**config.mk**
```make
export PLATFORM = sky130hd
export DESIGN_NAME = free_running_timer_counter
export DESIGN_NICKNAME = d
export VERILOG_FILES = /design/src/logic/frt_pkg.sv /design/src/logic/pin_edge_sync.sv /design/src/logic/free_running_timer_counter.sv
export SDC_FILE = /design/constraint.sdc
export NUM_CORES = 1
export LEC_CHECK = 0
export BUFFER_PORTS_ARGS = -buffer_cell sky130_fd_sc_hd__buf_2
export CORE_MARGIN = 2
export CORE_UTILIZATION = 50
export CTS_BUF_LIST = sky130_fd_sc_hd__clkbuf_16
export DETAILED_ROUTE_END_ITERATION = 12
export HOLD_SLACK_MARGIN = 0.15
export PLACE_DENSITY = 0.79
export RECOVER_POWER = 25
export SLEW_MARGIN = 20
export SYNTH_ARGS = -nofsm -noshare
export SYNTH_HDL_FRONTEND = slang
export SYNTH_HIERARCHICAL = 1
export SYNTH_SLANG_ARGS = --single-unit
```
**constraint.sdc**
```tcl
create_clock -name clk_in -period 2.5 [get_ports clk_in]
set_clock_uncertainty 0.05 [all_clocks]
set_input_delay 0.375 -clock clk_in [delete_from_list [all_inputs] [get_ports clk_in]]
set_output_delay 0.375 -clock clk_in [all_outputs]
set_load 0.1 [all_outputs]
```
**src/logic/frt_pkg.sv**
```systemverilog
/*
 * Shared constants and types of the free-running 16-bit timer counter:
 * register word offsets, field positions, reset values and clock selects.
 * Assumes a 32-bit Avalon-MM slave port with byte addresses.
 */
`default_nettype none

package frt_pkg;

	// ------------------------------------------------------------------
	// register map (byte addresses, one aligned word each)
	// ------------------------------------------------------------------
	localparam int          ADDR_W            = 5;
	localparam int          DATA_W            = 32;
	localparam logic [4:0]  OFF_CNT_HIGH      = 5'h00;
	localparam logic [4:0]  OFF_CNT_LOW       = 5'h04;
	localparam logic [4:0]  OFF_ALT_HIGH      = 5'h08;
	localparam logic [4:0]  OFF_ALT_LOW       = 5'h0c;
	localparam logic [4:0]  OFF_FLAG_REG      = 5'h10;
	localparam logic [4:0]  OFF_CTRL_ONE      = 5'h14;
	localparam logic [4:0]  OFF_CTRL_TWO      = 5'h18;

	// ------------------------------------------------------------------
	// field positions
	// ------------------------------------------------------------------
	localparam int          POS_OVF_FLAG      = 7;
	localparam int          POS_OVF_IRQ_EN    = 5;
	localparam int          POS_CLK_SEL_LO    = 2;
	localparam int          POS_CLK_SEL_HI    = 3;
	localparam int          POS_EXT_EDGE      = 0;
	localparam int          BYTE_LANE0        = 0;

	// ------------------------------------------------------------------
	// counter values
	// ------------------------------------------------------------------
	localparam logic [15:0] CNT_RELOAD        = 16'hfffc;
	localparam logic [15:0] CNT_TOP           = 16'hffff;
	localparam logic [15:0] CNT_WRAP          = 16'h0000;
	localparam logic [2:0]  PRESC_RESET       = 3'h0;
	localparam logic [2:0]  PRESC_STEP        = 3'h1;
	localparam logic [15:0] CNT_STEP          = 16'h0001;
	localparam logic [2:0]  PRESC_DIV2_MASK   = 3'h1;
	localparam logic [2:0]  PRESC_DIV4_MASK   = 3'h3;
	localparam logic [2:0]  PRESC_DIV8_MASK   = 3'h7;

	// ------------------------------------------------------------------
	// clock select codes
	// ------------------------------------------------------------------
	localparam logic [1:0]  CLK_SEL_DIV2      = 2'h0;
	localparam logic [1:0]  CLK_SEL_DIV4      = 2'h1;
	localparam logic [1:0]  CLK_SEL_DIV8      = 2'h2;
	localparam logic [1:0]  CLK_SEL_EXT       = 2'h3;

	// ------------------------------------------------------------------
	// types
	// ------------------------------------------------------------------
	typedef struct packed {
		logic [1:0] timer_clock_select;
		logic       ext_edge_select;
	} ctrl_two_t;

	localparam ctrl_two_t CTRL_TWO_RESET = '{timer_clock_select: 2'h0, ext_edge_select: 1'b0};

	typedef enum logic [1:0] {
		BUS_IDLE = 2'b01,
		BUS_ACK  = 2'b10
	} bus_state_t;

endpackage : frt_pkg

`default_nettype wire

```
**src/logic/pin_edge_sync.sv**
```systemverilog
/*
 * Two-flop synchroniser for a pin, followed by a selectable edge detector.
 * Assumes the pin is asynchronous to clk_in and much slower than it.
 */
`default_nettype none

module pin_edge_sync (
	// clock and reset
	input  wire logic clk_in,
	input  wire logic rst_b_in,
	// pin and edge choice
	input  wire logic pin_in,
	input  wire logic rising_sel_in,
	// one-cycle pulse per active edge
	output logic      edge_out
);

	logic sync_a;
	logic sync_b;
	logic sync_prev;

	// ------------------------------------------------------------------
	// synchroniser
	// ------------------------------------------------------------------
	always_ff @(posedge clk_in or negedge rst_b_in) begin
		if (!rst_b_in) begin
			sync_a    <= 1'b1;
			sync_b    <= 1'b1;
			sync_prev <= 1'b1;
		end else begin
			sync_a    <= pin_in;
			sync_b    <= sync_a;
			sync_prev <= sync_b;
		end
	end

	// ------------------------------------------------------------------
	// edge detector
	// ------------------------------------------------------------------
	always_ff @(posedge clk_in or negedge rst_b_in) begin
		if (!rst_b_in) begin
			edge_out <= 1'b0;
		end else if (rising_sel_in) begin
			edge_out <= sync_b & ~sync_prev;
		end else begin
			edge_out <= ~sync_b & sync_prev;
		end
	end

endmodule : pin_edge_sync

`default_nettype wire

```
**src/logic/free_running_timer_counter.sv**
```systemverilog
/*
 * Counter core of a 16-bit general-purpose timer with an Avalon-MM slave.
 * Assumes a single 250 MHz clock, CPU halt and interrupt mask levels from
 * logic on the same clock, and an asynchronous external clock pin.
 */
// The address map and register access over Avalon-MM were left to the implementer.
`default_nettype none

module free_running_timer_counter #(
	parameter bit EXT_PIN_BONDED = 1'b1
) (
	// clock and reset
	input  wire logic                         clk_in,
	input  wire logic                         rst_b_in,
	// avalon-mm slave
	input  wire logic [frt_pkg::ADDR_W-1:0]   avs_address_in,
	input  wire logic                         avs_read_in,
	input  wire logic                         avs_write_in,
	input  wire logic [3:0]                   avs_byteenable_in,
	input  wire logic [frt_pkg::DATA_W-1:0]   avs_writedata_in,
	output logic [frt_pkg::DATA_W-1:0]        avs_readdata_out,
	output logic                              avs_waitrequest_out,
	// cpu state
	input  wire logic                         cpu_halt_in,
	input  wire logic                         irq_mask_in,
	// external clock pin
	input  wire logic                         ext_clock_pin_in,
	// interrupt request and live count
	output logic                              timer_irq_out,
	output logic [15:0]                       count_out
);

	// ------------------------------------------------------------------
	// declarations
	// ------------------------------------------------------------------
	frt_pkg::bus_state_t bus_state;
	frt_pkg::ctrl_two_t  ctrl_two;

	logic [15:0] count;
	logic [15:0] snap;
	logic [2:0]  presc;
	logic        tick;
	logic        ext_edge;
	logic        ext_level;
	logic        overflow_flag;
	logic        overflow_irq_enable;
	logic        clear_armed;
	logic [7:0]  low_buf;
	logic        low_buf_valid;

	logic        req;
	logic        take;
	logic        accept;
	logic        hit_main_high;
	logic        hit_main_low;
	logic        hit_alt_high;
	logic        hit_alt_low;
	logic        hit_flag_reg;
	logic        hit_ctrl_one;
	logic        hit_ctrl_two;
	logic        lane0_write;
	logic        reload;
	logic        wrap;
	logic        main_low_access;
	logic [7:0]  next_rdata;

	// ------------------------------------------------------------------
	// bus decode
	// ------------------------------------------------------------------
	assign req           = avs_read_in | avs_write_in;
	assign take          = req & (bus_state == frt_pkg::BUS_IDLE);
	assign accept        = req & (bus_state == frt_pkg::BUS_ACK);
	assign hit_main_high = avs_address_in == frt_pkg::OFF_CNT_HIGH;
	assign hit_main_low  = avs_address_in == frt_pkg::OFF_CNT_LOW;
	assign hit_alt_high  = avs_address_in == frt_pkg::OFF_ALT_HIGH;
	assign hit_alt_low   = avs_address_in == frt_pkg::OFF_ALT_LOW;
	assign hit_flag_reg  = avs_address_in == frt_pkg::OFF_FLAG_REG;
	assign hit_ctrl_one  = avs_address_in == frt_pkg::OFF_CTRL_ONE;
	assign hit_ctrl_two  = avs_address_in == frt_pkg::OFF_CTRL_TWO;
	assign lane0_write   = avs_write_in & avs_byteenable_in[frt_pkg::BYTE_LANE0];

	// one wait state: data is sampled on the first edge, effects on the second
	assign avs_waitrequest_out = req & (bus_state == frt_pkg::BUS_IDLE);

	always_ff @(posedge clk_in or negedge rst_b_in) begin
		if (!rst_b_in) begin
			bus_state <= frt_pkg::BUS_IDLE;
		end else begin
			unique case (bus_state)
				frt_pkg::BUS_IDLE: begin
					if (req) begin
						bus_state <= frt_pkg::BUS_ACK;
					end
				end
				frt_pkg::BUS_ACK: begin
					bus_state <= frt_pkg::BUS_IDLE;
				end
				default: begin
					bus_state <= frt_pkg::BUS_IDLE;
				end
			endcase
		end
	end

	// ------------------------------------------------------------------
	// read data
	// ------------------------------------------------------------------
	always_comb begin
		next_rdata = 8'h00;
		if (hit_main_high || hit_alt_high) begin
			next_rdata = count[15:8];
		end else if (hit_main_low || hit_alt_low) begin
			// buffered byte after a high read, live byte otherwise
			next_rdata = low_buf_valid ? low_buf : count[7:0];
		end else if (hit_flag_reg) begin
			next_rdata[frt_pkg::POS_OVF_FLAG] = overflow_flag;
		end else if (hit_ctrl_one) begin
			next_rdata[frt_pkg::POS_OVF_IRQ_EN] = overflow_irq_enable;
		end else if (hit_ctrl_two) begin
			next_rdata[frt_pkg::POS_CLK_SEL_HI:frt_pkg::POS_CLK_SEL_LO] =
				ctrl_two.timer_clock_select;
			next_rdata[frt_pkg::POS_EXT_EDGE] = ctrl_two.ext_edge_select;
		end
	end

	always_ff @(posedge clk_in or negedge rst_b_in) begin
		if (!rst_b_in) begin
			avs_readdata_out <= '0;
		end else if (take && avs_read_in) begin
			avs_readdata_out <= {24'h000000, next_rdata};
		end
	end

	// count seen by the request, so the captured low byte matches the high
	always_ff @(posedge clk_in or negedge rst_b_in) begin
		if (!rst_b_in) begin
			snap <= frt_pkg::CNT_RELOAD;
		end else if (take) begin
			snap <= count;
		end
	end

	// ------------------------------------------------------------------
	// control registers
	// ------------------------------------------------------------------
	always_ff @(posedge clk_in or negedge rst_b_in) begin
		if (!rst_b_in) begin
			overflow_irq_enable <= 1'b0;
		end else if (accept && lane0_write && hit_ctrl_one) begin
			overflow_irq_enable <= avs_writedata_in[frt_pkg::POS_OVF_IRQ_EN];
		end
	end

	always_ff @(posedge clk_in or negedge rst_b_in) begin
		if (!rst_b_in) begin
			ctrl_two <= frt_pkg::CTRL_TWO_RESET;
		end else if (accept && lane0_write && hit_ctrl_two) begin
			ctrl_two.timer_clock_select <=
				avs_writedata_in[frt_pkg::POS_CLK_SEL_HI:frt_pkg::POS_CLK_SEL_LO];
			ctrl_two.ext_edge_select <= avs_writedata_in[frt_pkg::POS_EXT_EDGE];
		end
	end

	// ------------------------------------------------------------------
	// external clock pin
	// ------------------------------------------------------------------
	assign ext_level = EXT_PIN_BONDED ? ext_clock_pin_in : 1'b1;

	// pin edges only count once resynchronised to the cpu clock
	pin_edge_sync u_ext_sync (
		.clk_in        (clk_in),
		.rst_b_in      (rst_b_in),
		.pin_in        (ext_level),
		.rising_sel_in (ctrl_two.ext_edge_select),
		.edge_out      (ext_edge)
	);

	// ------------------------------------------------------------------
	// prescaler
	// ------------------------------------------------------------------
	// runs from reset and holds only in halt, so two instances stay in step
	always_ff @(posedge clk_in or negedge rst_b_in) begin
		if (!rst_b_in) begin
			presc <= frt_pkg::PRESC_RESET;
		end else if (!cpu_halt_in) begin
			presc <= presc + frt_pkg::PRESC_STEP;
		end
	end

	always_comb begin
		tick = 1'b0;
		unique case (ctrl_two.timer_clock_select)
			frt_pkg::CLK_SEL_DIV2: begin
				tick = (presc & frt_pkg::PRESC_DIV2_MASK) == frt_pkg::PRESC_DIV2_MASK;
			end
			frt_pkg::CLK_SEL_DIV4: begin
				tick = (presc & frt_pkg::PRESC_DIV4_MASK) == frt_pkg::PRESC_DIV4_MASK;
			end
			frt_pkg::CLK_SEL_DIV8: begin
				tick = presc == frt_pkg::PRESC_DIV8_MASK;
			end
			frt_pkg::CLK_SEL_EXT: begin
				tick = ext_edge;
			end
		endcase
	end

	// ------------------------------------------------------------------
	// counter
	// ------------------------------------------------------------------
	assign reload = accept && avs_write_in && (hit_main_low || hit_alt_low);
	// no wait-mode input: only halt stops the count
	assign wrap   = tick && !cpu_halt_in && !reload && count == frt_pkg::CNT_TOP;

	always_ff @(posedge clk_in or negedge rst_b_in) begin
		if (!rst_b_in) begin
			count <= frt_pkg::CNT_RELOAD;
		end else if (reload) begin
			count <= frt_pkg::CNT_RELOAD;
		end else if (tick && !cpu_halt_in) begin
			count <= count + frt_pkg::CNT_STEP;
		end
	end

	assign count_out = count;

	// ------------------------------------------------------------------
	// low byte read buffer
	// ------------------------------------------------------------------
	always_ff @(posedge clk_in or negedge rst_b_in) begin
		if (!rst_b_in) begin
			low_buf       <= 8'h00;
			low_buf_valid <= 1'b0;
		end else if (accept && avs_read_in) begin
			if ((hit_main_high || hit_alt_high) && !low_buf_valid) begin
				low_buf       <= snap[7:0];
				low_buf_valid <= 1'b1;
			end else if (hit_main_low || hit_alt_low) begin
				low_buf_valid <= 1'b0;
			end
		end
	end

	// ------------------------------------------------------------------
	// overflow flag
	// ------------------------------------------------------------------
	assign main_low_access = accept && hit_main_low;

	always_ff @(posedge clk_in or negedge rst_b_in) begin
		if (!rst_b_in) begin
			clear_armed <= 1'b0;
		end else if (accept && avs_read_in && hit_flag_reg && overflow_flag) begin
			clear_armed <= 1'b1;
		end else if (main_low_access) begin
			clear_armed <= 1'b0;
		end
	end

	// a wrap in the clearing cycle keeps the flag set
	always_ff @(posedge clk_in or negedge rst_b_in) begin
		if (!rst_b_in) begin
			overflow_flag <= 1'b0;
		end else if (wrap) begin
			overflow_flag <= 1'b1;
		end else if (main_low_access && clear_armed) begin
			overflow_flag <= 1'b0;
		end
	end

	// ------------------------------------------------------------------
	// interrupt request
	// ------------------------------------------------------------------
	// stays pending in the flag until both enable and mask allow it
	always_ff @(posedge clk_in or negedge rst_b_in) begin
		if (!rst_b_in) begin
			timer_irq_out <= 1'b0;
		end else begin
			timer_irq_out <= overflow_flag & overflow_irq_enable & ~irq_mask_in;
		end
	end

endmodule : free_running_timer_counter

`default_nettype wire

```
; Yosys cells after proc, flatten, opt, wreduce, memory -nomap -nowiden
; Cells that the tools add are included.
[totals]
in_bits = 48
ff_bits = 57
[classes]
addsub = 2
eq_ne = 15
n_bitwise = 11
n_reduce_logical = 28
n_mux = 30
[op_table]
columns = op, count
row1 = $mux 16, 2
row2 = $mux 1, 19
row3 = $add 16x1->16 const B, 1
row4 = $eq 16x16->1 const B, 1
row5 = $mux 8, 2
row6 = $eq 5x5->1 const B, 3
row7 = $logic_and 1x1->1, 15
row8 = $mux 2, 6
row9 = $eq 5x4->1 const B, 2
row10 = $eq 2x2->1 const B, 4
row11 = $reduce_bool 2->1, 4
row12 = $and 1x1->1, 7
row13 = $eq 5x3->1 const B, 1
row14 = $logic_not 5->1, 1
row15 = $eq 2x1->1 const B, 2
row16 = $pmux 1 s4, 1
row17 = $reduce_and 2->1, 2
row18 = $add 3x1->3 const B, 1
row19 = $eq 3x3->1 const B, 1
row20 = $logic_not 1->1, 3
row21 = $not 1->1, 3
row22 = $logic_not 2->1, 1
row23 = $logic_or 1x1->1, 2
row24 = $ne 2x2->1 const B, 1
row25 = $or 1x1->1, 1

; Logic depth before layout (Yosys ltp)
[logic_depth]
ltp_word = 8
depth_mapped = 7
ltp_nobuf = 6

; Cells and area by module
; Netlist, hierarchy kept.
[by_module_without_submodules]
columns = mod, cells_each, n_inst, seq_area_each_um2, area_each_um2
row1 = free_running_timer_counter, 272, 1, 1352.5, 2786.4
row2 = pin_edge_sync, 7, 1, 103.8, 126.4

; Worst setup path before layout
; Ideal clock, no wire load.
[synth_timing]
path_type = register to register
start = register bus_state[0]
end = register snap[0]
required_ps = 2323
t_arrival_ps = 2341
stages_incl_launch_ff = 5
slack_ps = -17
setup_time_ps = 127
n_path_buf = 1
period_less_slack_ps = 2517
cell_sequence = dfstp_2 > nor2b_1 > nor2b_1 > clkbuf_1 > mux2_2
[synth_via]
elab_chain_cells = 2
[synth_rtl]
columns = item, line
row1 = "start, declared", free_running_timer_counter.sv:36  ; frt_pkg::bus_state_t bus_state;
row2 = "start signal, assigned", free_running_timer_counter.sv:87  ; bus_state <= frt_pkg::BUS_IDLE;
row3 = "start signal, assigned", free_running_timer_counter.sv:92  ; bus_state <= frt_pkg::BUS_ACK;
row4 = "start signal, assigned", free_running_timer_counter.sv:96  ; bus_state <= frt_pkg::BUS_IDLE;
row5 = $eq 2x1->1, -
row6 = $and 1x1->1, -
row7 = net avs_waitrequest_out, free_running_timer_counter.sv:22  ; output logic avs_waitrequest_out,
row8 = "end signal, assigned", free_running_timer_counter.sv:137  ; snap <= frt_pkg::CNT_RELOAD;
row9 = "end signal, assigned", free_running_timer_counter.sv:139  ; snap <= count;
row10 = "end, declared", free_running_timer_counter.sv:40  ; logic [15:0] snap;
; The timed path passes the listed nets, and every way through them passes these cells.
; A chain may end at the register's enable or synchronous reset.

; Worst setup path after layout
[layout_timing]
start = register bus_state[0]
end = output avs_waitrequest_out
[layout_via]
elab_chain_cells = 2
[layout_rtl]
columns = item, line
row1 = $eq 2x1->1, free_running_timer_counter.sv:83  ; assign avs_waitrequest_out = req & (bus_state == frt_pkg::BUS_IDLE);
row2 = $and 1x1->1, free_running_timer_counter.sv:83
row3 = "end, declared", free_running_timer_counter.sv:22
; Every way passes these cells.

==> flow_summary.json <==
{
  "worstPathRequired_ps": 2080,
  "synth-warning-count": 6,
  "grtUsageTotal_pct": 22.0,
  "placed_cells_incl_taps": 387,
  "cts-htree-levels": 3,
  "fill_cells": 465,
  "p_per_area_mw_per_mm2": 1500,
  "async_flop_share_pct": 100,
  "synth_top_cell_by_area": "dfrtp_1",
  "n_antenna_cell": 0,
  "syn2layout_area_growth_pct": 20.2,
  "fin_crit_sh_pct": 86.4,
  "avgSynthCellArea_um2": 10.4,
  "dp_hpwl_mm": 4.47,
  "critical-path-slowest-cell": "dfstp_1",
  "grt_max_degree": 32,
  "core-area_mm2": 0.00557,
  "endpoints_failing_hold": 0,
  "route.vias.total": 2276,
  "grt_antenna_before_repair": 0,
  "cp-end-kind": "output port",
  "achievable-frequency_ghz": 0.463,
  "cp.arrival_ps": 1740,
  "leakage_nw": 1.57,
  "cts_tree": "done",
  "ctsResizeCount": 0,
  "critPathMaxStageDelay_ps": 550,
  "final_nets": 380,
  "start_util_pct": 52.3,
  "die_width_um": 80.3,
  "timing.critical_path.mode_cell": "nor2b_1",
  "mapped_area_mm2": 0.00291,
  "tritoncts.num_buffers": 9,
  "synth.top_cells.by_count": "dfrtp_1, buf_4, dfstp_2, nor2_1, mux2_2",
  "gp_congestion": 0.869,
  "max_slew.worst_pin.slew_ps": 1500,
  "worstSetupStartpointType": "flop",
  "synthTopCellsByArea": "dfrtp_1, dfstp_2, mux2_2",
  "yosys_most_used_dff": "dfrtp_1",
  "vias_in_the_first_global_route": 2138,
  "totalNegativeSetupSlack_ps": 0,
  "die_area_mm2": 0.00645,
  "grt_first_pass_wirelength_mm": 10.6,
  "synth_top_cell_area_share_pct": 28.4,
  "routed_wirelength_mm": 6.40,
  "syn-instance-count": 279,
  "min-delay-path-class": "input port to flop",
  "rsz0062_at_grt": "no",
  "outcome": "complete, but fails checks",
  "wl_per_cell_um": 15.8,
  "design.portCount": 98,
  "setup_viol": 0,
  "stdcell_count": 406,
  "slew_headroom_pct": 0.195,
  "buffer_levels_on_the_longest_clock_path": 2,
  "first_iter_violations": 144,
  "maxCapViolations": 1,
  "ratio_of_cells_with_drive_above_1_in_the_final_layout_pct": 32.3,
  "violations": "max-capacitance violations",
  "maximum_resistive_drop_on_vdd_mv": 1.16,
  "viasPerCell": 5.61,
  "fraction_of_the_yosys_area_taken_by_sequential_cells_pct": 50.0,
  "num_rows": 27,
  "clk-insertion-delay-late_ps": 330,
  "cts.repair_timing.setup_buffer_count": 0,
  "final_max_tran_viols": 0,
  "cts.sinks": 57,
  "drc": 0,
  "critical_path_class": "flop to output port",
  "firstDrtPassIters": 4,
  "yosys.cell_count.top_type": "dfrtp_1",
  "number_of_enable_type_register_cells_in_the_synthesized_netlist": 0,
  "floorplan.die.height_um": 80.3,
  "yosys.cell_types.count": 41,
  "min_period_ps": 2160,
  "detail-route-antenna-nets": 0,
  "cts.reportedPaths.clkPinSlew_ps": 50,
  "worstPathCellList": "nor2b_1, nor2b_1, buf_4, buf_12",
  "yosys_register_bits": 57,
  "overflow": 0,
  "timing.critical_path.fanout_max": 10,
  "cts_root_buffer": "clkbuf_16",
  "port-buffer-count": 42
}
## area by class of cell
| class | instances | area (um2) | share of cell area [%] |
|---|---|---|---|
| tap | 72 | 90.1 | 2.57 |
| clock buffer | 9 | 225 | 6.43 |
| multi-input combinational | 209 | 1310 | 37.5 |
| sequential | 57 | 1460 | 41.6 |
| inverter | 3 | 11.3 | 0.322 |
| timing repair buffer | 49 | 297 | 8.47 |
| clock inverter | 7 | 109 | 3.11 |
## layer usage
metal,part of all wire [%],GRT usage (%)
met1,43,29.1
met2,48,34.6
met3,6.8,4.16
met4,2.1,10.7
met5,0,0
## cells in the final DEF (no fill, tap or decap), types with 4 or more instances in the layout
cell / count
nand3_1: 14
and3_1: 6
a21oi_1: 12
nor3_1: 5
conb_1: 24
or4_1: 4
nor2_1: 24
mux2_2: 22
nand4_1: 5
mux2i_1: 11
dfrtp_1: 33
or3_1: 6
clkbuf_16: 9
dfstp_2: 22
buf_2: 40
nor2b_1: 6
nand2_1: 15
o21ai_0: 15
o31ai_1: 5
## through the flow
stage	worst slack (ps)	hold slack, ps	utilization [%]	instance area, um2	total power [mW]
finish	339	232	62.8	3500	5.24
global route	285	239	62.8	3500	5.46
CTS	389	228	62.9	3510	5.28
detailed placement	400	307	56.4	3140	3.88
global placement	420	296	56.4	3140	3.82
floorplan	40.1	29.4	-	3000	3.47
## power by group
part / total [mW] / internal, mW / switching (mW)
combinational: 2.22 / 0.507 / 1.72
clock: 1.38 / 0.962 / 0.413
sequential: 1.65 / 1.32 / 0.329
total: 5.24 / 2.79 / 2.46
## cell families (layout without fill, tap and decap cells)
| family | Yosys count | in the layout | share of synthesized area, % |
|---|---|---|---|
| AOI/OAI and AO/OA | 43 | 43 | 9.06 |
| muxes | 33 | 33 | 12.3 |
| other | 1 | 24 | 0.129 |
| adders and majority gates | 3 | 3 | 1.29 |
| and+or+nand+nor | 104 | 104 | 18.9 |
| buffers and inverters | 36 | 68 | 7.77 |
| DFF | 57 | 57 | 50.0 |
| xor gates and xnor gates | 2 | 2 | 0.601 |
## flip-flops by register name, summed over array words and instances, names as in the netlist
name / cells
ctrl_two: 3
u_ext_sync/sync_b: 1
timer_irq_out: 1
presc: 3
u_ext_sync/sync_a: 1
bus_state: 2
overflow_flag: 1
clear_armed: 1
avs_readdata_out: 8
low_buf_valid: 1
low_buf: 8
overflow_irq_enable: 1
snap: 8
u_ext_sync/sync_prev: 1
u_ext_sync/edge_out: 1
count_out: 16
## worst max-delay path, delay by kind of cell, from the launching register on
kind          cells  cell delay, ps
buf+inv           2             410
flops             1             550
simple gates      2             450
## path summary, 6_finish.rpt
kind,end,depth (start not counted),slack (ps),startpoint
min in group asynchronous,low_buf[6],2,910,rst_b_in
max in group asynchronous,snap[2],3,580,rst_b_in
worst max register to register,count_out[2],6,430,presc[0]
worst max-delay path,avs_waitrequest_out,4,340,bus_state[0]
worst min-delay path,presc[0],2,230,cpu_halt_in
worst min register to register,u_ext_sync/sync_b,0,330,u_ext_sync/sync_a
## repair_timing
action | in CTS | in global routing
setup endpoints to repair | 0 | 0
hold endpoints to repair | 18 | 0
hold buffers | 3 | 0
Note: power is estimated with default switching activity, not from simulation.
